## config.mk

```make
export PLATFORM = sky130hd
export DESIGN_NAME = asf_adc_control
export DESIGN_NICKNAME = d
export VERILOG_FILES = /design/src/hw/asf_pkg.sv /design/src/hw/asf_adc_control.sv
export SDC_FILE = /design/constraint.sdc
export NUM_CORES = 1
export LEC_CHECK = 0
export BUFFER_PORTS_ARGS = -buffer_cell sky130_fd_sc_hd__buf_2
export CAP_MARGIN = 20
export CORE_MARGIN = 10
export CORE_UTILIZATION = 59
export CTS_BUF_LIST = sky130_fd_sc_hd__clkbuf_4
export CTS_CLUSTER_DIAMETER = 80
export CTS_CLUSTER_SIZE = 30
export DETAILED_ROUTE_END_ITERATION = 8
export PLACE_DENSITY_LB_ADDON = 0.25
export SYNTH_ARGS = -nofsm -noshare
export SYNTH_HDL_FRONTEND = slang
export SYNTH_SLANG_ARGS = --single-unit
```

## constraint.sdc

```tcl
create_clock -name ref_clk -period 6.95 [get_ports ref_clk]
set_clock_uncertainty 0.15 [all_clocks]
set_input_delay 0 -clock ref_clk [delete_from_list [all_inputs] [get_ports ref_clk]]
set_output_delay 0 -clock ref_clk [all_outputs]
set_load 0.01 [all_outputs]
```

## src/hw/asf_pkg.sv

```systemverilog
package asf_pkg;

  // ----------------------------------------------------------------------
  // Register map (word-aligned byte addresses on the Avalon-MM slave)
  // ----------------------------------------------------------------------
  localparam logic [3:0] ADDR_STATUS_CONTROL = 4'h0;
  localparam logic [3:0] ADDR_RESULT_HIGH    = 4'h4;
  localparam logic [3:0] ADDR_RESULT_LOW     = 4'h8;
  localparam logic [3:0] ADDR_CLOCK          = 4'hC;
  localparam logic [3:0] ADDR_PORT_DATA      = 4'h0;
  localparam int         ADDR_W              = 4;

  // ----------------------------------------------------------------------
  // Status/control field layout
  // ----------------------------------------------------------------------
  localparam int SC_COMPLETE_BIT = 7;
  localparam int SC_IEN_BIT      = 6;
  localparam int SC_CONT_BIT     = 5;
  localparam int CH_W            = 5;
  localparam logic [4:0] CH_PIN_LAST  = 5'h07;
  localparam logic [4:0] CH_REF_HIGH  = 5'h1D;
  localparam logic [4:0] CH_REF_LOW   = 5'h1E;
  localparam logic [4:0] CH_POWER_OFF = 5'h1F;

  // ----------------------------------------------------------------------
  // Clock register field layout
  // ----------------------------------------------------------------------
  localparam int CK_DIV_LSB  = 5;
  localparam int CK_DIV_W    = 3;
  localparam int CK_SRC_BIT  = 4;
  localparam int CK_FMT_HI   = 3;
  localparam int CK_FMT_LO   = 2;
  localparam logic [7:0] CLOCK_RESET = 8'h00;

  // ----------------------------------------------------------------------
  // Conversion constants
  // ----------------------------------------------------------------------
  localparam int         RES_W      = 10;
  localparam logic [9:0] CODE_FULL  = 10'h3FF;
  localparam logic [9:0] CODE_ZERO  = 10'h000;
  localparam logic [4:0] CONV_CYCLES = 5'h11;
  localparam logic [3:0] BIT_TOP     = 4'h9;
  localparam int         PIN_N      = 8;

  typedef enum logic [1:0] {
    ASF_FMT_LEFT   = 2'h0,
    ASF_FMT_RIGHT  = 2'h1,
    ASF_FMT_SIGNED = 2'h2,
    ASF_FMT_TRUNC  = 2'h3
  } asf_fmt_t;

  typedef enum logic [2:0] {
    ASF_IDLE   = 3'b001,
    ASF_SETTLE = 3'b010,
    ASF_CONV   = 3'b100
  } asf_state_t;

  typedef struct packed {
    logic [7:0] high;
    logic [7:0] low;
  } asf_result_t;

endpackage

```

## src/hw/asf_adc_control.sv

```systemverilog
// How it works
// - Selected pin is forced to analog input; port data/direction ignored.
// - Digital read of the converter-claimed pin returns zero.
// - High reference gives 3FF, low reference gives 000, linear between.
// - Any status/control write starts a conversion (here not one selecting channel 1F or one made in stop).
// - A conversion completes in 16 to 17 converter clocks.
// - Continuous mode overwrites results every conversion.
// - Continuous mode restarts conversions until the bit is cleared.
// - Without interrupts, completion flag sets and holds until result read.
// - Single mode does one conversion per status/control write.
// - Two-bit format field selects one of four result formats.
// - Left format: eight MSBs high, two LSBs low.
// - Interlocked formats store nothing after high read until low read.
// - Right format: two MSBs high, eight LSBs low.
// - Signed format is left format with result MSB inverted.
// - Truncation: eight MSBs in low register, two LSBs dropped.
// - Truncation format has no high/low interlock.
// - Interrupt enabled: request after each conversion, flag stays zero.
// - Converter runs in wait mode; its interrupt can wake the processor.
// - Stop aborts conversion; resume after stop with one settling cycle (here only in continuous mode).
// - Five-bit channel field: 0-7 pins, 1D high ref, 1E low ref.
// - All-ones channel field switches the converter off.
// - Interrupt clears on result read or status/control write.
// - High read freezes low register until low is read.
//
// The Avalon-MM register port and the placing of the registers are this design's own decisions.
`timescale 1ns/1ns
module asf_adc_control
  import asf_pkg::*;
#(
  parameter int PINS = PIN_N
) (
  input  wire logic               ref_clk,
  input  wire logic               rst_n,
  input  wire logic [ADDR_W-1:0]  avs_address,
  input  wire logic               avs_read,
  input  wire logic               avs_write,
  input  wire logic [31:0]        avs_writedata,
  output logic [31:0]             avs_readdata,
  output logic                    avs_waitrequest,
  input  wire logic [PINS-1:0]    port_out_data,
  input  wire logic [PINS-1:0]    port_out_enable,
  input  wire logic [PINS-1:0]    pin_in,
  output logic [PINS-1:0]         pin_out,
  output logic [PINS-1:0]         pin_oe,
  output logic [PINS-1:0]         port_read_data,
  output logic [CH_W-1:0]         analog_mux_select,
  output logic                    analog_power_on,
  output logic                    sample_hold,
  output logic [RES_W-1:0]        dac_trial_code,
  input  wire logic               comparator_above,
  input  wire logic               stop_mode,
  output logic                    conversion_irq
);

  // ----------------------------------------------------------------------
  // Reset release and pin synchronisers
  // ----------------------------------------------------------------------
  logic            rst_meta_n;
  logic            rst_sync_n;
  logic [PINS-1:0] pin_meta;
  logic [PINS-1:0] pin_sync;
  logic            cmp_meta;
  logic            cmp_sync;
  logic            stop_meta;
  logic            stop_sync;

  always_ff @(posedge ref_clk or negedge rst_n) begin
    if (!rst_n) begin
      rst_meta_n <= 1'b0;
      rst_sync_n <= 1'b0;
    end else begin
      rst_meta_n <= 1'b1;
      rst_sync_n <= rst_meta_n;
    end
  end

  // Comparator and stop come from the analog/system side, so they are synchronised too
  always_ff @(posedge ref_clk or negedge rst_sync_n) begin
    if (!rst_sync_n) begin
      pin_meta  <= '0;
      pin_sync  <= '0;
      cmp_meta  <= 1'b0;
      cmp_sync  <= 1'b0;
      stop_meta <= 1'b0;
      stop_sync <= 1'b0;
    end else begin
      pin_meta  <= pin_in;
      pin_sync  <= pin_meta;
      cmp_meta  <= comparator_above;
      cmp_sync  <= cmp_meta;
      stop_meta <= stop_mode;
      stop_sync <= stop_meta;
    end
  end

  // ----------------------------------------------------------------------
  // Registers
  // ----------------------------------------------------------------------
  logic             complete_flag;
  logic             irq_enable;
  logic             cont_bit;
  logic [CH_W-1:0]  channel;
  logic [7:0]       clock_reg;
  asf_result_t      result;
  logic             low_frozen;
  asf_state_t       state;
  asf_state_t       next_state;
  logic [4:0]       cycle_cnt;
  logic [RES_W-1:0] sar;
  logic [3:0]       bit_idx;
  logic [7:0]       div_cnt;
  logic             stop_seen;
  logic             rd_wait;

  // ----------------------------------------------------------------------
  // Bus decode; writes answer at once, reads take one wait state
  // ----------------------------------------------------------------------
  wire wr_sc    = avs_write && (avs_address == ADDR_STATUS_CONTROL);
  wire wr_clock = avs_write && (avs_address == ADDR_CLOCK);
  wire rd_sc    = avs_read  && (avs_address == ADDR_STATUS_CONTROL);
  wire rd_high  = avs_read  && (avs_address == ADDR_RESULT_HIGH);
  wire rd_low   = avs_read  && (avs_address == ADDR_RESULT_LOW);
  wire rd_clock = avs_read  && (avs_address == ADDR_CLOCK);

  // Read data come from a flop, so a read is held one cycle until they stand
  always_ff @(posedge ref_clk or negedge rst_sync_n) begin
    if (!rst_sync_n) begin
      rd_wait <= 1'b0;
    end else begin
      rd_wait <= avs_read && !rd_wait;
    end
  end

  assign avs_waitrequest = avs_read && !rd_wait;

  asf_fmt_t fmt;
  assign fmt = asf_fmt_t'(clock_reg[CK_FMT_HI:CK_FMT_LO]);

  wire power_off = (channel == CH_POWER_OFF);
  wire pin_sel   = (channel <= CH_PIN_LAST);
  wire [2:0] pin_idx = channel[2:0];

  // ----------------------------------------------------------------------
  // Converter clock enable: divide by 2^div, source bit clear halves again
  // ----------------------------------------------------------------------
  wire [CK_DIV_W-1:0] div_sel = clock_reg[CK_DIV_LSB +: CK_DIV_W];
  wire [7:0] div_mask = (8'h01 << div_sel) - 8'h01;
  wire [7:0] div_limit = clock_reg[CK_SRC_BIT] ? div_mask : {div_mask[6:0], 1'b1};
  wire conv_tick = (div_cnt >= div_limit);

  always_ff @(posedge ref_clk or negedge rst_sync_n) begin
    if (!rst_sync_n) begin
      div_cnt <= 8'h00;
    end else if (conv_tick || wr_sc) begin
      div_cnt <= 8'h00;
    end else begin
      div_cnt <= div_cnt + 8'h01;
    end
  end

  // ----------------------------------------------------------------------
  // Sequencer: one settling tick, then 16 bit/latch ticks (17 total)
  // ----------------------------------------------------------------------
  wire finish = (state == ASF_CONV) && conv_tick && (cycle_cnt == CONV_CYCLES - 5'h01);
  wire halt   = stop_sync || power_off;
  // The written channel decides, else leaving power-off could never start a conversion
  wire wr_off = wr_sc && (avs_writedata[CH_W-1:0] == CH_POWER_OFF);

  always_comb begin
    next_state = state;
    case (state)
      ASF_IDLE:   next_state = state;
      ASF_SETTLE: if (conv_tick) next_state = ASF_CONV;
      ASF_CONV:   if (finish) next_state = cont_bit ? ASF_SETTLE : ASF_IDLE;
      default:    next_state = ASF_IDLE;
    endcase
    if (halt) begin
      next_state = ASF_IDLE;
    end
    if (wr_sc && !stop_sync && !wr_off) begin
      next_state = ASF_SETTLE;
    end
    if (stop_seen && !stop_sync && !power_off && cont_bit) begin
      next_state = ASF_SETTLE;
    end
  end

  wire resolving = (state == ASF_CONV) && conv_tick && (bit_idx <= BIT_TOP)
                   && (cycle_cnt != 5'h00);

  always_ff @(posedge ref_clk or negedge rst_sync_n) begin
    if (!rst_sync_n) begin
      state     <= ASF_IDLE;
      cycle_cnt <= 5'h00;
      sar       <= CODE_ZERO;
      bit_idx   <= BIT_TOP;
      stop_seen <= 1'b0;
    end else begin
      state     <= next_state;
      stop_seen <= stop_sync;
      if (next_state != state || state != ASF_CONV) begin
        cycle_cnt <= 5'h01;
        sar       <= CODE_ZERO;
        bit_idx   <= BIT_TOP;
      end else if (conv_tick) begin
        cycle_cnt <= cycle_cnt + 5'h01;
        if (resolving) begin
          // Comparator says input above trial code: keep the bit
          sar[bit_idx] <= cmp_sync;
          bit_idx      <= bit_idx - 4'h1;
        end
      end
    end
  end

  wire [RES_W-1:0] trial = sar | (CODE_FULL >> (BIT_TOP - bit_idx)) & ~(CODE_FULL >> (BIT_TOP - bit_idx + 4'h1));
  assign dac_trial_code    = (state == ASF_CONV) ? trial : CODE_ZERO;
  assign sample_hold       = (state == ASF_SETTLE);
  assign analog_mux_select = channel;
  assign analog_power_on   = !power_off && !stop_sync;

  // ----------------------------------------------------------------------
  // Result formatting and interlock
  // ----------------------------------------------------------------------
  asf_result_t fmt_res;
  always_comb begin
    case (fmt)
      ASF_FMT_LEFT:   fmt_res = '{high: sar[9:2], low: {sar[1:0], 6'h00}};
      ASF_FMT_RIGHT:  fmt_res = '{high: {6'h00, sar[9:8]}, low: sar[7:0]};
      ASF_FMT_SIGNED: fmt_res = '{high: {~sar[9], sar[8:2]}, low: {sar[1:0], 6'h00}};
      ASF_FMT_TRUNC:  fmt_res = '{high: 8'h00, low: sar[9:2]};
      default:        fmt_res = '{high: 8'h00, low: 8'h00};
    endcase
  end

  wire interlocked = (fmt != ASF_FMT_TRUNC) && low_frozen;
  wire store = finish && !interlocked;

  always_ff @(posedge ref_clk or negedge rst_sync_n) begin
    if (!rst_sync_n) begin
      result     <= '{high: 8'h00, low: 8'h00};
      low_frozen <= 1'b0;
    end else begin
      if (store) begin
        result <= fmt_res;
      end
      // Freeze wins only outside truncation; a low read releases it
      if (rd_high && fmt != ASF_FMT_TRUNC) begin
        low_frozen <= 1'b1;
      end else if (rd_low) begin
        low_frozen <= 1'b0;
      end
    end
  end

  // ----------------------------------------------------------------------
  // Control/status and clock registers
  // ----------------------------------------------------------------------
  wire result_read = rd_high || rd_low;

  always_ff @(posedge ref_clk or negedge rst_sync_n) begin
    if (!rst_sync_n) begin
      irq_enable    <= 1'b0;
      cont_bit      <= 1'b0;
      channel       <= CH_POWER_OFF;
      clock_reg     <= CLOCK_RESET;
      complete_flag <= 1'b0;
      conversion_irq <= 1'b0;
    end else begin
      if (wr_sc) begin
        irq_enable <= avs_writedata[SC_IEN_BIT];
        cont_bit   <= avs_writedata[SC_CONT_BIT];
        channel    <= avs_writedata[CH_W-1:0];
      end
      if (wr_clock) begin
        clock_reg <= avs_writedata[7:0];
      end
      // Set wins over a same-cycle clear so no completion is lost
      if (store && !irq_enable) begin
        complete_flag <= 1'b1;
      end else if (result_read || irq_enable) begin
        complete_flag <= 1'b0;
      end
      // Runs in wait mode too; the request itself wakes the core
      if (store && irq_enable) begin
        conversion_irq <= 1'b1;
      end else if (result_read || wr_sc) begin
        conversion_irq <= 1'b0;
      end
    end
  end

  // ----------------------------------------------------------------------
  // Port pin override
  // ----------------------------------------------------------------------
  wire [PINS-1:0] claim = (pin_sel && !power_off) ? (PINS'(1) << pin_idx) : '0;
  assign pin_out        = port_out_data & ~claim;
  assign pin_oe         = port_out_enable & ~claim;
  assign port_read_data = pin_sync & ~claim;

  // ----------------------------------------------------------------------
  // Read data mux
  // ----------------------------------------------------------------------
  wire [7:0] sc_read = {complete_flag, irq_enable, cont_bit, channel};
  always_ff @(posedge ref_clk or negedge rst_sync_n) begin
    if (!rst_sync_n) begin
      avs_readdata <= 32'h00000000;
    end else begin
      avs_readdata <= 32'h00000000;
      if (rd_sc)    avs_readdata[7:0] <= sc_read;
      if (rd_high)  avs_readdata[7:0] <= result.high;
      if (rd_low)   avs_readdata[7:0] <= result.low;
      if (rd_clock) avs_readdata[7:0] <= clock_reg;
    end
  end

endmodule

```

# Word-level counts from Yosys, hierarchy flattened
# Index checks and enable logic that the tools add are counted.
# W data, S select, Z words.
dict set report totals {
  ff_bits 96
  input_bits 66
  output_inout_bits 75
  wordCells 142
}
dict set report op_classes {
  addsub 6
  magnitude_cmp 5
  n_eq_ne 15
  shifts 4
  n_mux 33
  bitwise 8
  reduce_logical 46
}
# op n
set ops {}
lappend ops {{$pmux W16 S4} 1}
lappend ops {{$mux W8} 7}
lappend ops {{$mux W10} 4}
lappend ops {{$logic_and A1 B1 Y1} 25}
lappend ops {{$and A8 B8 Y8} 3}
lappend ops {{$shr A10 B4 Y10 const A} 2}
lappend ops {{$shl A1 B3 Y8 const A} 2}
lappend ops {{$eq A5 B5 Y1 const B} 3}
lappend ops {{$mux W3} 5}
lappend ops {{$mux W4} 3}
lappend ops {{$and A10 B10 Y10} 1}
lappend ops {{$bwmux W10} 1}
lappend ops {{$mux W5} 2}
lappend ops {{$not A10 Y10} 1}
lappend ops {{$or A10 B10 Y10} 1}
lappend ops {{$reduce_bool A2 Y1} 5}
lappend ops {{$pmux W3 S3} 1}
lappend ops {{$add A8 B1 Y8 const B} 1}
lappend ops {{$eq A4 B4 Y1 const B} 2}
lappend ops {{$ge A8 B8 Y1} 1}
lappend ops {{$not A8 Y8} 1}
lappend ops {{$sub A8 B1 Y8 const B} 1}
lappend ops {{$mux W1} 7}
lappend ops {{$logic_not A1 Y1} 6}
lappend ops {{25 further kinds} 31}

# Longest topological paths before layout
# Gate-level depths: netlist of run 1.
dict set report depth {
  ltp_word 15
  mapped_depth 11
  depth_no_buf 9
}

# Worst setup path after synthesis of run 1
# Ideal clock, no wire load.
dict set report synth_timing {
  path_type {flip-flop to flip-flop}
  from {register clock_reg[6]}
  to {register bit_idx[3]}
  setup_time_ps 88
  t_arrival_ps 2570
  required_time_ps 6712
  path_slack_ps 4142
  path_stages_with_launch 11
  n_path_buf 2
  synth_period_minus_slack_ps 2808
  path_cell_list {dfrtp_1 > clkbuf_1 > or3_1 > ha_1 > and3_1 > o21ai_1 > a31o_2 > a21oi_1 > or3_1 > buf_6 > or3_1}
}
dict set report synth_between {
  elab_chain_cells 15
  elab_cells_between_ends 20
  cone_classes {add/sub (1); order compare (1); eq/ne (1); shift (1); mux (8); reduce/logical (8)}
}
# element line_no
set synth_rtl {}
lappend synth_rtl {{start: declaration} asf_adc_control.sv:104} ;# logic [7:0] clock_reg;
lappend synth_rtl {{start signal: assignment} asf_adc_control.sv:277} ;# clock_reg <= avs_writedata[7:0];
lappend synth_rtl {{$shl A1 B3 Y8 *} asf_adc_control.sv:148} ;# wire [7:0] div_mask = (8'h01 << div_sel) - 8'h01;
lappend synth_rtl {{$sub A8 B1 Y8 *} asf_adc_control.sv:148}
lappend synth_rtl {{$mux W8 *} asf_adc_control.sv:149} ;# wire [7:0] div_limit = clock_reg[CK_SRC_BIT] ? div_mask : {div_mask[6:0], 1'b1};
lappend synth_rtl {{$ge A8 B8 Y1 *} asf_adc_control.sv:150} ;# wire conv_tick = (div_cnt >= div_limit);
lappend synth_rtl {{$logic_and A1 B1 Y1} {asf_adc_control.sv:165, asf_adc_control.sv:189}}
lappend synth_rtl {{$logic_and A1 B1 Y1} asf_adc_control.sv:165} ;# wire finish = (state == ASF_CONV) && conv_tick && (cycle_cnt == CONV_CYCLES - 5'h01);
lappend synth_rtl {{$mux W3} asf_adc_control.sv:175} ;# ASF_CONV: if (finish) next_state = cont_bit ? ASF_SETTLE : ASF_IDLE;
lappend synth_rtl {{$pmux W3 S3} asf_adc_control.sv:172} ;# case (state)
lappend synth_rtl {{$mux W3} asf_adc_control.sv:178} ;# if (halt) begin
lappend synth_rtl {{$mux W3} asf_adc_control.sv:181} ;# if (wr_sc && !stop_sync && !wr_off) begin
lappend synth_rtl {{$mux W3} asf_adc_control.sv:184} ;# if (stop_seen && !stop_sync && !power_off && cont_bit) begin
lappend synth_rtl {{$ne A3 B3 Y1} asf_adc_control.sv:202} ;# if (next_state != state || state != ASF_CONV) begin
lappend synth_rtl {{$logic_or A1 B1 Y1} asf_adc_control.sv:202}
lappend synth_rtl {{$reduce_bool A2 Y1 (no source line)} -}
lappend synth_rtl {{$reduce_and A2 Y1 (no source line)} -}
lappend synth_rtl {{end signal: assignment} asf_adc_control.sv:211} ;# bit_idx <= bit_idx - 4'h1;
lappend synth_rtl {{end: declaration} asf_adc_control.sv:111} ;# logic [3:0] bit_idx;
# Mark *: on every way between the ends. The rest lies on a longest branch, timed or not.
# A chain may end at the register's enable or synchronous reset.

# Worst setup path in the final report of run 1
dict set report layout_timing {
  from {register clock_reg[4]}
  to {register bit_idx[3]}
}
dict set report layout_between {
  elab_chain_cells 13
  elab_cells_between_ends 18
  cone_classes {order compare (1); eq/ne (1); mux (8); reduce/logical (8)}
}
# element line_no
set layout_rtl {}
lappend layout_rtl {{$mux W8 *} asf_adc_control.sv:149}
lappend layout_rtl {{$ge A8 B8 Y1 *} asf_adc_control.sv:150}
lappend layout_rtl {{$logic_and A1 B1 Y1} {asf_adc_control.sv:165, asf_adc_control.sv:189}}
lappend layout_rtl {{$logic_and A1 B1 Y1} asf_adc_control.sv:165}
lappend layout_rtl {{$mux W3} asf_adc_control.sv:175}
lappend layout_rtl {{$pmux W3 S3} asf_adc_control.sv:172}
lappend layout_rtl {{$mux W3} asf_adc_control.sv:178}
lappend layout_rtl {{$mux W3} asf_adc_control.sv:181}
lappend layout_rtl {{$mux W3} asf_adc_control.sv:184}
lappend layout_rtl {{$ne A3 B3 Y1} asf_adc_control.sv:202}
lappend layout_rtl {{$logic_or A1 B1 Y1} asf_adc_control.sv:202}
lappend layout_rtl {{$reduce_bool A2 Y1 (no source line)} -}
lappend layout_rtl {{$reduce_and A2 Y1 (no source line)} -}
# Marks and branches as above.

==> results.txt, run 1 <==
The clock passes through at most 2 buffers. The count of final hold-check violations came out at 0. The most flop-heavy register is result. The HPWL reported at the end of detailed placement came out at ~9 mm. The leakage power is 2.776 nW.

The worst setup path is launched from a flip-flop. The number of logic stages on the critical path including buffering is 9. For this design, the slowest cell found on the critical path is sky130_fd_sc_hd__or3_1.

Walking the worst path, the cells encountered are nor2b_1 > o21ai_0 > ha_1 > nand3_1 > a21boi_0 > nor2_1 > a21oi_1 > or3_1 > or3_1. The kind of cell with the highest combined delay along the critical path is simple AND/OR/NAND/NOR gates. The diode insertion count for antenna repair came out at 0. The worst min-delay path category is in2reg. The number of flip-flops in the largest register came out at 16. The number of clock buffers inserted by TritonCTS is 9. The share of post-route cells with drive strength above 1 came out at 0.2468. Among all flip-flop cells after synthesis, the most frequent one is sky130_fd_sc_hd__dfrtp_1. Headroom to the max-slew limit came out at 0.3396.

The area of the die came out at 12930 um2. The largest incremental delay on the critical path came out at ~0.65 ns. The count of buffer and inverter cells on the critical path came out at 0. The number of top-level pins is about 140.

The total global-route track usage came out at 0.1930. The average wire per cell in the routed design is between 15 and 20 um. Setup repair after global routing left no endpoint under its margin. The biggest area contributor in the post-synthesis netlist is sky130_fd_sc_hd__dfrtp_1. The final max-slew violation count was 0. The share of flip-flops with an asynchronous set or reset is 1.000.

The cell row count is 34. Across all register-to-register paths, the minimum setup slack is approximately 3.8 ns. The nature of the critical path endpoint is a flip-flop. The residual antenna-violating net count after detailed routing came out at 0. The post-cts sizing count came out at 0. In this run, the number of DRC markers left after iteration 0 of detailed routing was approximately 270. The area occupied by registers came out at between 2000 and 2500 um2. The critical path in this run is classified as reg2reg. For this run, the register share of the synthesized area comes to 0.4658. The sum of negative setup slack came out at 0 ns. The floorplan die height came out at between 100 and 150 um.

The horizontal die dimension is ~110 um. The largest fanout of any net on the critical path is 19. After detailed routing, the total wire length is around 12 mm. The area growth from synthesis to layout is 15.56%. The worst hold path depth is 2. Counting flops and latches in the post-synthesis netlist gives 96. TritonCTS built the clock tree. The count of input and output buffers is roughly 90. The area taken by multi-input logic gates is between 2000 and 3000 um2. The minimum clock period is 3.178 ns.

Power spread over the standard cell area amounts to 208.0 nW/um2. The residual overflow from global routing came out at 0. The cell count after synthesis came out at 516. The via count normalized by instance count came out at between 5 and 6. The share of Yosys cell area claimed by the top area cell type came out at 0.4252.

sky130_fd_sc_hd__dfrtp_1 is the most common cell in the netlist. The number of cell instances on the worst register-to-register path is 9. The worst voltage drop across the vdd grid is 0.1539 mV. The largest registers in the layout are result (16), sar (10). The slew at the pin closest to its max-slew limit is 0.9906 ns. The number of warnings printed during yosys synthesis is 0. The number of vias in the routed layout is between 4000 and 5000. The number of antenna violations at the first check in global routing is 0. The netlist uses 55 different library cells.

The TritonCTS sink count is between 90 and 100. The via count of the first global-routing pass is about 4200. Yosys mapped a number of flops with a built-in enable equal to 0. The starting density of the core came out at 0.5997. By count the netlist is led by 88 x sky130_fd_sc_hd__dfrtp_1, 47 x sky130_fd_sc_hd__nand2_1, 33 x sky130_fd_sc_hd__nor2_1, 31 x sky130_fd_sc_hd__o21ai_0, 29 x sky130_fd_sc_hd__a21oi_1. The remaining routing DRC violations came out at 0. The number of failing setup endpoints in the final timing report came out at 0. In this run the cell area of the synthesized design comes to 5179 um2. The count of TritonRoute iterations in the first routing pass is 4.

Across the run, the number of max-cap violations was 0. STA puts the critical path data arrival time at 3.40 ns. Dividing the final minimum period by the clock period gives 0.4573. The run finished with clean final reports. The area of the placeable core is 8636 um2. Final hold analysis gives a worst-case slack of around 0.038 ns.

Data on the critical path is required at its endpoint by between 7 and 8 ns. The average instance area after synthesis came out at 10.04 um2. The routability-driven placement congestion ratio is between 0.8 and 0.9. Clock latency on the worst-skew pair, taken at its later pin, is 0.44 ns. The total length of routed met2 wires is roughly 6.3 mm. The maximum frequency from static timing analysis came out at roughly 310 MHz. The largest net degree at the start of global routing came out at 62.

The H-tree was split into 3 levels. The total length of routed met3 wires is 728 um. Routed signal wires occupy layers up through met4.

By instance count, the cell type seen most on the critical path is sky130_fd_sc_hd__or3_1. For this run, the post-layout net count is 713. The global-route wire length before repair came out at 20.68 mm. The final-layout fill cell count is 659. The detailed router put a total of between 5 and 6 mm of wire on met1. Sorting the synthesized cells by area gives the leading types as sky130_fd_sc_hd__dfrtp_1 43%, sky130_fd_sc_hd__ha_1 5.8%, sky130_fd_sc_hd__mux2_2 4.3%, sky130_fd_sc_hd__dfstp_2 4.1%, sky130_fd_sc_hd__buf_4 3.5%. After clock tree synthesis, the clock-pin slew on the worst setup and hold paths is approximately 0.16 ns.

Clock tree synthesis selected as its root buffer the cell sky130_fd_sc_hd__clkbuf_4.
==> final timing paths <==
path,startpoint,endpoint
worst max-delay path,clock_reg[4],bit_idx[3]
worst min-delay path,pin_in[6],pin_meta[6]
worst max register to register,clock_reg[4],bit_idx[3]
worst min register to register,rst_sync_n,pin_meta[3]
max in group asynchronous,rst_sync_n,conversion_irq
min in group asynchronous,rst_sync_n,pin_meta[3]
==> layer usage <==
metal,vias up,track usage
met2,109,0.3215
met1,1969,0.2434
li1,1949,-
met3,12,0.04357
met5,-,0
met4,0,0.06091
==> logic make-up (layout without fill, tap and decap cells) <==
logic type	Yosys count	after routing	share of synthesized area
fa+ha+maj	24	24	0.05799
mux	31	31	0.08480
buf+inv	65	154	0.06716
compound gates	95	95	0.1126
other cells	2	25	0.001450
flops	96	96	0.4658
xor+xnor	14	14	0.02368
simple gates	189	189	0.1865
==> worst register-to-register path: stages (launching register included) <==
cell                       delay [ns]
sky130_fd_sc_hd__dfrtp_1         0.46
sky130_fd_sc_hd__nor2b_1         0.26
sky130_fd_sc_hd__o21ai_0         0.13
sky130_fd_sc_hd__ha_1            0.31
sky130_fd_sc_hd__nand3_1         0.08
sky130_fd_sc_hd__a21boi_0        0.12
sky130_fd_sc_hd__nor2_1          0.37
sky130_fd_sc_hd__a21oi_1         0.12
sky130_fd_sc_hd__or3_1           0.65
sky130_fd_sc_hd__or3_1           0.46
==> final cells by class <==
cell class | instances | area share
inverter | 18 | 0.01129
timing repair buffer | 120 | 0.1225
sequential | 96 | 0.4037
clock buffer | 10 | 0.01254
clock inverter | 6 | 0.008781
tap | 108 | 0.02258
multi-input combinational | 378 | 0.4186
==> placed cells by master, fill, tap and decap left out, drive strengths merged, types with 2 or more instances in the layout <==
cell type	count
buf	95
dfrtp	88
nand2	47
nor2	33
o21ai	33
a21oi	29
conb	25
dlygate4sd3	25
ha	24
nand3	22
inv	21
mux2	20
and2	19
and3	17
nor2b	15
or3	12
clkbuf	10
dfstp	8
a31oi	8
mux4	8
xor2	7
xnor2	7
nand2b	7
nor3	6
nor3b	5
o211ai	4
o31ai	4
mux2i	3
nand4	3
a211oi	2
a31o	2
clkinvlp	2
==> stage by stage <==
step	power [mW]	std cells	worst slack (ns)	utilization	instance area (um2)
3_3_place_gp	0.9457	695	3.839	0.6492	5607
5_1_grt	1.323	736	3.544	0.6930	5984
2_1_floorplan	0.8793	539	3.942	-	5265
6_report	1.245	736	3.772	0.6930	5984
4_1_cts	1.251	736	3.764	0.6930	5984
3_5_place_dp	0.9615	695	3.811	0.6492	5607
==> report_power, final <==
part	internal, mW	switching (mW)	leakage [nW]
combinational	0.132	0.154	1.49
sequential	0.608	0.0689	1.22
clock	0.0835	0.198	0.0655
total	0.824	0.421	2.78
==> repair_timing <==
action / CTS / global route
hold endpoints to repair: 42 / 0
hold buffers: 25 / 0
buffers inserted: 0 / 0
Note: power is estimated with default switching activity, not from simulation.
==> run 2, diff against run 1 <==
--- a/config.mk
+++ b/config.mk
@@ -8,7 +8,7 @@
 export BUFFER_PORTS_ARGS = -buffer_cell sky130_fd_sc_hd__buf_2
 export CAP_MARGIN = 20
 export CORE_MARGIN = 10
-export CORE_UTILIZATION = 59
+export CORE_UTILIZATION = 55
 export CTS_BUF_LIST = sky130_fd_sc_hd__clkbuf_4
 export CTS_CLUSTER_DIAMETER = 80
 export CTS_CLUSTER_SIZE = 30
==> constraint.sdc (replaced) <==
create_clock -name ref_clk -period 3.2 [get_ports ref_clk]
set_clock_uncertainty 0.15 [all_clocks]
set_input_delay 0 -clock ref_clk [delete_from_list [all_inputs] [get_ports ref_clk]]
set_output_delay 0 -clock ref_clk [all_outputs]
set_load 0.01 [all_outputs]
==> run 2 against run 1 <==
Routed wire length is 0.82% higher. Worst hold slack worse by 0.0070 ns. Register-to-register slack worse by 3.5 ns. Core utilization is 2.5 points lower. First-iteration DRC count is 4.5% lower. Critical path type is now reg2out. Highest routed layer unchanged.
==> results.txt, run 2 (synthesis gave the netlist of run 1 again) <==
The total global-route track usage came out at 0.1796 (-0.01340). The final-layout fill cell count is 718 (+9.0%). The floorplan die height came out at 117.0 um (+2.9%). The critical path's most frequent cell is sky130_fd_sc_hd__ha_1.

The worst hold slack across all endpoints was 0.03106 ns (-0.007020 ns). The average wire per cell in the routed design was 16.53 um (-0.79%). The worst voltage drop across the vdd grid was 0.2292 mV (+49%). The flow ran to the end, and the final reports show no timing, DRC or antenna violations.

The HPWL reported at the end of detailed placement was 9.130 mm (+4.1%). The hold-critical path endpoint is pin_meta[1]. The largest fanout of any net on the critical path is 8 (-11). The count of input and output buffers is 92 (unchanged). The level count of the clock H-tree is 3 (unchanged). The TritonCTS sink count is 96 (unchanged).

The clock latency at the later pin of the worst-skew pair came out at 0.45 ns (about the same). The leakage power came to 2.848 nW (+2.6%). The share of the core filled with cells is 0.6679 (-0.02510).

The area of the die is 13700 um2 (+6.0%). The largest net degree at the start of global routing is 61 (-1.6%). The via count of the first global-routing pass came to 4058 (-2.3%). The worst-case setup margin in the final layout came out at 0.2224 ns (-3.550 ns). The endpoint required time on the critical path came out at 3.05 ns (-4.13 ns). The cell at the root of the clock tree is sky130_fd_sc_hd__clkbuf_4. The total power per unit cell area came out at 481.7 nW/um2 (+130%). The endpoint identified for the worst register-to-register timing path is bit_idx[1].

The routed wire length came out at 12.36 mm (+0.82%). The worst hold path depth is 2 (unchanged). The share of post-route cells with drive strength above 1 came out at 0.2575 (+0.01064). The remaining routing DRC violations came out at 0 (unchanged). The number of top-level pins is 141 (unchanged). The pre-CTS setup slack is 0.1502 ns (-3.661 ns).

The number of antenna violations at the first check in global routing came to 0 (unchanged). The slew at the pin closest to its max-slew limit came out at 0.7432 ns (-0.2474 ns). The sum of negative setup slack came to 0 ns (unchanged).

The maximum frequency from static timing analysis came out at about 340 MHz. The slowest cell on the critical path is sky130_fd_sc_hd__dfrtp_1. The family of cells with the greatest summed delay on the critical path is adder cells.

The routability-driven placement congestion ratio came out at 0.9000 (+7.5%). The area occupied by registers is 2416 um2 (unchanged). The count of buffer and inverter cells on the critical path is 3 (+3).

The area taken by multi-input logic gates is 2524 um2 (+0.75%). The number of vias in the routed layout came out at 4129 (+2.2%). The area growth from synthesis to layout is 18.60%.

The iteration-0 DRC count of the detailed router came out at 257 (-4.5%). The minimum clock period came out at approximately 3 ns. The number of failing setup endpoints in the final timing report came out at 0 (unchanged). Leaving out fill and tap cells, the most frequent cells in the layout are 92 x sky130_fd_sc_hd__buf_2, 87 x sky130_fd_sc_hd__dfrtp_1, 47 x sky130_fd_sc_hd__nand2_1.

The worst slew margin relative to its limit came out at 0.5045 (+0.1649). The number of flip-flops in the largest register is 16 (unchanged). The worst min-delay path category is in2reg.

The worst-case clock buffer depth was 2 (unchanged). TritonCTS built the clock tree. The arrival time at the worst endpoint is 2.83 ns (-0.57 ns).

The worst setup path is of the reg2out kind. The global-route wire length before repair came out at 19.82 mm (-4.1%). The starting density of the core came out at 0.5631 (-0.03655).

The horizontal die dimension came out at 117.0 um (+2.9%). The final cycle utilization of the critical path came out at 0.9305. The cell row count is 35 (+2.9%). The kind of start point of the critical path is a flip-flop.

The largest registers in the layout are result (16), sar (10). Leaving out fill and tap cells, the most frequent cell in the layout is sky130_fd_sc_hd__buf_2. The final max-slew violation count came out at 0 (unchanged).

The residual antenna-violating net count after detailed routing is 0 (unchanged). The area of the placeable core was 9196 um2 (+6.5%). The residual overflow from global routing is 0 (unchanged). The number of cell instances on the worst register-to-register path came to 10 (+1).

The number of clock buffers inserted by TritonCTS is 9 (unchanged). The hold path startpoint is pin_in[1]. The largest incremental delay on the critical path is 0.50 ns (-0.15 ns). The diode insertion count for antenna repair is 0 (unchanged).

The max-capacitance violation count was 0 (unchanged). The total number of nets in the final design came out at 722 (+1.3%). The worst register-to-register path begins at clock_reg[5]. Setup repair after global routing left no endpoint under its margin. The most flop-heavy register is result. The clock-pin slew of the registers on the worst-case setup and hold paths is 0.15 ns (about the same). Traced cell by cell, the critical path runs through inv_1 > ha_1 > inv_1 > ha_1 > ha_1 > nand2_1 > o211ai_1 > a21oi_1 > buf_2. The worst setup path is captured at an output port. The count of TritonRoute iterations in the first routing pass came out at 4 (unchanged).

The worst setup slack for register-to-register paths is 0.23 ns (-3.54 ns). The count of final hold-check violations came to 0 (unchanged). The via count normalized by instance count is 5.520 (+0.59%).
## run 2: worst register-to-register path, stage by stage (launching register included)
cell and delay (ns):
sky130_fd_sc_hd__dfrtp_1 0.43, sky130_fd_sc_hd__nand2b_1 0.20, sky130_fd_sc_hd__or3_1 0.34, sky130_fd_sc_hd__ha_1 0.28
sky130_fd_sc_hd__and3_1 0.14, sky130_fd_sc_hd__o21ai_1 0.09, sky130_fd_sc_hd__a31o_2 0.23, sky130_fd_sc_hd__buf_4 0.16
sky130_fd_sc_hd__a21oi_1 0.45, sky130_fd_sc_hd__a21oi_1 0.13, sky130_fd_sc_hd__a311oi_1 0.27
## run 2: repair_timing
action | in CTS | in global routing
hold buffers | 26 | 1
buffers inserted | 0 | 1
hold endpoints to repair | 42 | 1
endpoints found under the setup margin | 0 | 13
gates resized for setup | 0 | 3
## run 2: metrics by stage
stage | instances | total power [mW] | cell area (um2)
global placement | 704 | 2.074 | 5655
CTS | 746 | 2.944 | 6106
detailed placement | 704 | 2.102 | 5655
global route | 748 | 3.130 | 6142
floorplan | 539 | 1.910 | 5265
finish | 748 | 2.959 | 6142
## run 2: per-layer routing
metal  global-route usage  part of all wire  vias up
li1                     -                 -     1977
met1               0.2371              0.43     2003
met2               0.2898              0.49      133
met3              0.03466             0.066       16
met4              0.06013             0.012        0
met5                    0                 0        -
## run 2: power by group
part           switching (mW)  leakage, nW  internal [mW]
Combinational           0.372         1.53          0.313
Clock                   0.410       0.0972          0.409
Sequential              0.136         1.22           1.32
Total                   0.918         2.85           2.04
## run 2: worst max path at each step
| stage | from | end | cells after the start |
|---|---|---|---|
| CTS | clock_reg[5] | bit_idx[3] | 9 |
| global placement | clock_reg[5] | bit_idx[3] | 9 |
| global route | bit_idx[2] | dac_trial_code[0] | 9 |
| detailed placement | clock_reg[5] | bit_idx[3] | 9 |
| finish | bit_idx[2] | dac_trial_code[7] | 9 |
| floorplan | rst_sync_n | avs_readdata[0] | 0 |
## run 2: final cells by class
| type | instances | area share |
|---|---|---|
| multi-input cells | 378 | 0.4109 |
| flip-flops and latches | 96 | 0.3934 |
| repair buffers | 129 | 0.1312 |
| well taps | 111 | 0.02261 |
| clock inverters | 6 | 0.01874 |
| clock buffers | 10 | 0.01222 |
| inverters | 18 | 0.01100 |
==> run 3, diff against run 2 <==
--- a/config.mk
+++ b/config.mk
@@ -7,8 +7,10 @@
 export LEC_CHECK = 0
 export BUFFER_PORTS_ARGS = -buffer_cell sky130_fd_sc_hd__buf_2
 export CAP_MARGIN = 20
+export CELL_PAD_IN_SITES_DETAIL_PLACEMENT = 0
+export CELL_PAD_IN_SITES_GLOBAL_PLACEMENT = 1
 export CORE_MARGIN = 10
-export CORE_UTILIZATION = 55
+export CORE_UTILIZATION = 41
 export CTS_BUF_LIST = sky130_fd_sc_hd__clkbuf_4
 export CTS_CLUSTER_DIAMETER = 80
 export CTS_CLUSTER_SIZE = 30
==> constraint.sdc (replaced) <==
create_clock -name ref_clk -period 3.2 [get_ports ref_clk]
set_clock_uncertainty 0.15 [all_clocks]
set_input_delay 0 -clock ref_clk [delete_from_list [all_inputs] [get_ports ref_clk]]
set_output_delay 0 -clock ref_clk [all_outputs]
set_load 0.05 [all_outputs]
==> run 3 against run 2 <==
Final area increased by 2.9%. Maximum frequency about the same. Die area increased by 28%. Routed wire length increased by 6.4%. Register-to-register slack about the same. Via count decreased by 1.6%. Worst hold slack got worse by 0.015 ns. Final cell count increased by 9.1%. Worst setup slack got worse by 0.0021 ns. First-iteration DRC count decreased by 19%. Sequential power about the same.
==> results.txt, run 3 (synthesis gave the netlist of run 1 again) <==
The total global-route track usage is 0.1473 (-0.03223). The final max-slew violation count came out at 0 (unchanged). The TritonCTS sink count came to 96 (unchanged). The minimum clock period came out at 2.980 ns (+0.002056 ns).

The average wire per cell in the routed design came out at 16.12 um (-2.5%). result holds more flip-flops than any other register. The critical path is of the reg2reg type.

Leaving out fill and tap cells, the most frequent cell in the layout is sky130_fd_sc_hd__buf_2. In the final layout, the registers with the most flip-flops are result (16), sar (10). The clock latency at the later pin of the worst-skew pair was 0.47 ns (+0.02 ns). The endpoint identified for the worst register-to-register timing path is bit_idx[3]. The share of the core filled with cells is 0.5173 (-0.1506).

The residual antenna-violating net count after detailed routing was 0 (unchanged). In this run the clock root is driven by a sky130_fd_sc_hd__clkbuf_4. In this run the critical register-to-register path is launched from clock_reg[5].

The worst setup slack for register-to-register paths is 0.22 ns (about the same). The largest fanout of any net on the critical path came to 9 (+1). The sum of negative setup slack was 0 ns (unchanged). The diode insertion count for antenna repair was 0 (unchanged). The slew at the pin closest to its max-slew limit came out at 0.6493 ns (-0.09394 ns). The number of vias in the routed layout is 4061 (-1.6%).

The number of setup buffers added after CTS came out at 0 (unchanged). The number of instances in the placed design came out at 763 (+8.4%). The iteration-0 DRC count of the detailed router is 208 (-19%). The largest net degree at the start of global routing came to 82 (+34%). The number of failing setup endpoints in the final timing report was 0 (unchanged). The floorplan die height is 132.4 um (+13%). TritonCTS built the clock tree. The count of TritonRoute iterations in the first routing pass came out at 4 (unchanged). The max-capacitance violation count is 0 (unchanged). The area of the die came out at 17530 um2 (+28%). The number of cell instances on the worst register-to-register path is 9 (-1). The area added between synthesis and finish came out at 21.99%. The number of top-level pins came out at 141 (unchanged). In the layout the commonest cells are 90 x sky130_fd_sc_hd__buf_2, 86 x sky130_fd_sc_hd__dfrtp_1, 47 x sky130_fd_sc_hd__nand2_1. The starting density of the core is 0.4241 (-0.1391). The critical path starts at clock_reg[5]. The final cycle utilization of the critical path came out at 0.9311 (about the same). The worst hold slack across all endpoints came to 0.01586 ns (-0.01520 ns). The number of clock buffers inserted by TritonCTS is 9 (unchanged). The level count of the clock H-tree is 3 (unchanged). The residual overflow from global routing is 0 (unchanged).

The routed wire length was 13.15 mm (+6.4%). The worst slew margin relative to its limit is 0.5672 (+0.06263). The HPWL reported at the end of detailed placement came out at 9.526 mm (+4.3%).

The nature of the critical path endpoint is a flip-flop. The worst-case clock buffer depth came out at 2 (unchanged). The number of antenna violations at the first check in global routing came out at 0 (unchanged). The cell row count is 40 (+14%). The arrival time at the worst endpoint came to 3.24 ns (+0.41 ns). The total number of nets in the final design is 733 (+1.5%). The count of input and output buffers came out at 92 (unchanged). The leakage power was 2.887 nW (+1.4%). The clock-pin slew of the registers on the worst-case setup and hold paths is 0.16 ns (about the same). The via count of the first global-routing pass is 4084 (+0.64%). The via count normalized by instance count came out at 4.977 (-9.8%). The run finished with clean final reports. The worst min-delay path category is reg2async. The global-route wire length before repair is 21.47 mm (+8.3%). The worst voltage drop across the vdd grid is 0.1706 mV (-26%). The maximum frequency from static timing analysis came out at 335.6 MHz (about the same).

Setup repair after global routing left no endpoint under its margin. The area of the placeable core came out at 12210 um2 (+33%). The worst setup path is launched from a flip-flop.

The total power per unit cell area is 494.5 nW/um2 (+2.6%). The horizontal die dimension came out at 132.4 um (+13%). The remaining routing DRC violations is 0 (unchanged). The number of non-filler instances in the completed layout is 816 (+9.1%).

The count of final hold-check violations is 0 (unchanged). The number of flip-flops in the largest register came to 16 (unchanged). The routability-driven placement congestion ratio is 0.8135 (-9.6%).

The share of post-route cells with drive strength above 1 came out at 0.2593 (+0.001802). The endpoint required time on the critical path is 3.46 ns (+0.41 ns).
[run 3: changes by cell type in the layout (fill, tap and decap cells not counted), sizes merged]
cell | before | now
bufinv | 3 | 2
clkbuf | 10 | 11
dlygate4sd3 | 27 | 36
inv | 19 | 21
[run 3: worst max-delay path, stage by stage (launching register included)]
cell,delay [ns]
sky130_fd_sc_hd__dfrtp_1,0.44
sky130_fd_sc_hd__nand2b_1,0.19
sky130_fd_sc_hd__or3_1,0.33
sky130_fd_sc_hd__ha_1,0.28
sky130_fd_sc_hd__and3_1,0.14
sky130_fd_sc_hd__o21ai_1,0.19
sky130_fd_sc_hd__a31o_2,0.20
sky130_fd_sc_hd__a21oi_1,0.06
sky130_fd_sc_hd__or3_1,0.54
sky130_fd_sc_hd__or3_1,0.41
[run 3: routing by layer]
layer  part of all wire  wire (um)  global-route usage  vias up
met3              0.044        574             0.03468       15
met1               0.47       6225              0.1925     1942
li1                   -          -                   -     2000
met4              0.014        188             0.05012        0
met5                  0          0                   0        -
met2               0.47       6164              0.2331      104
[run 3: worst max-delay path by stage]
stage | to | slack [ns] | cells past startpoint
after global routing | dac_trial_code[7] | 0.03 | 9
after global placement | sar[3] | 0.25 | 10
after floorplan | avs_readdata[0] | 0.19 | 0
final | bit_idx[3] | 0.22 | 9
after detailed placement | sar[0] | 0.21 | 10
after CTS | dac_trial_code[7] | 0.05 | 9
[run 3: area by class of cell]
| class | count | area, um2 |
|---|---|---|
| fill | 1162 | 5894 |
| multi-input combinational | 378 | 2516 |
| sequential | 96 | 2417 |
| timing repair buffer | 140 | 935.9 |
| tap | 168 | 210.2 |
| clock inverter | 7 | 102.6 |
| clock buffer | 9 | 67.56 |
| inverter | 18 | 67.56 |
[run 3: timing repair]
action / in CTS / in global routing
setup endpoints to repair: 0 / 16
hold buffers: 36 / 0
gates resized for setup: 0 / 6
hold endpoints to repair: 42 / 0
[run 3: power by group]
part / internal [mW] / leakage, nW / switching (mW)
Sequential: 1.32 / 1.22 / 0.137
Clock: 0.326 / 0.0875 / 0.443
Combinational: 0.329 / 1.58 / 0.569
Total: 1.98 / 2.89 / 1.15
[run 3: stage by stage]
stage / power, mW / worst slack, ns / instance area, um2
2_1_floorplan: 2.115 / 0.1919 / 5265
3_3_place_gp: 2.308 / 0.2510 / 5742
3_5_place_dp: 2.330 / 0.2118 / 5742
4_1_cts: 3.141 / 0.04919 / 6272
5_1_grt: 3.288 / 0.03435 / 6317
6_report: 3.124 / 0.2204 / 6317
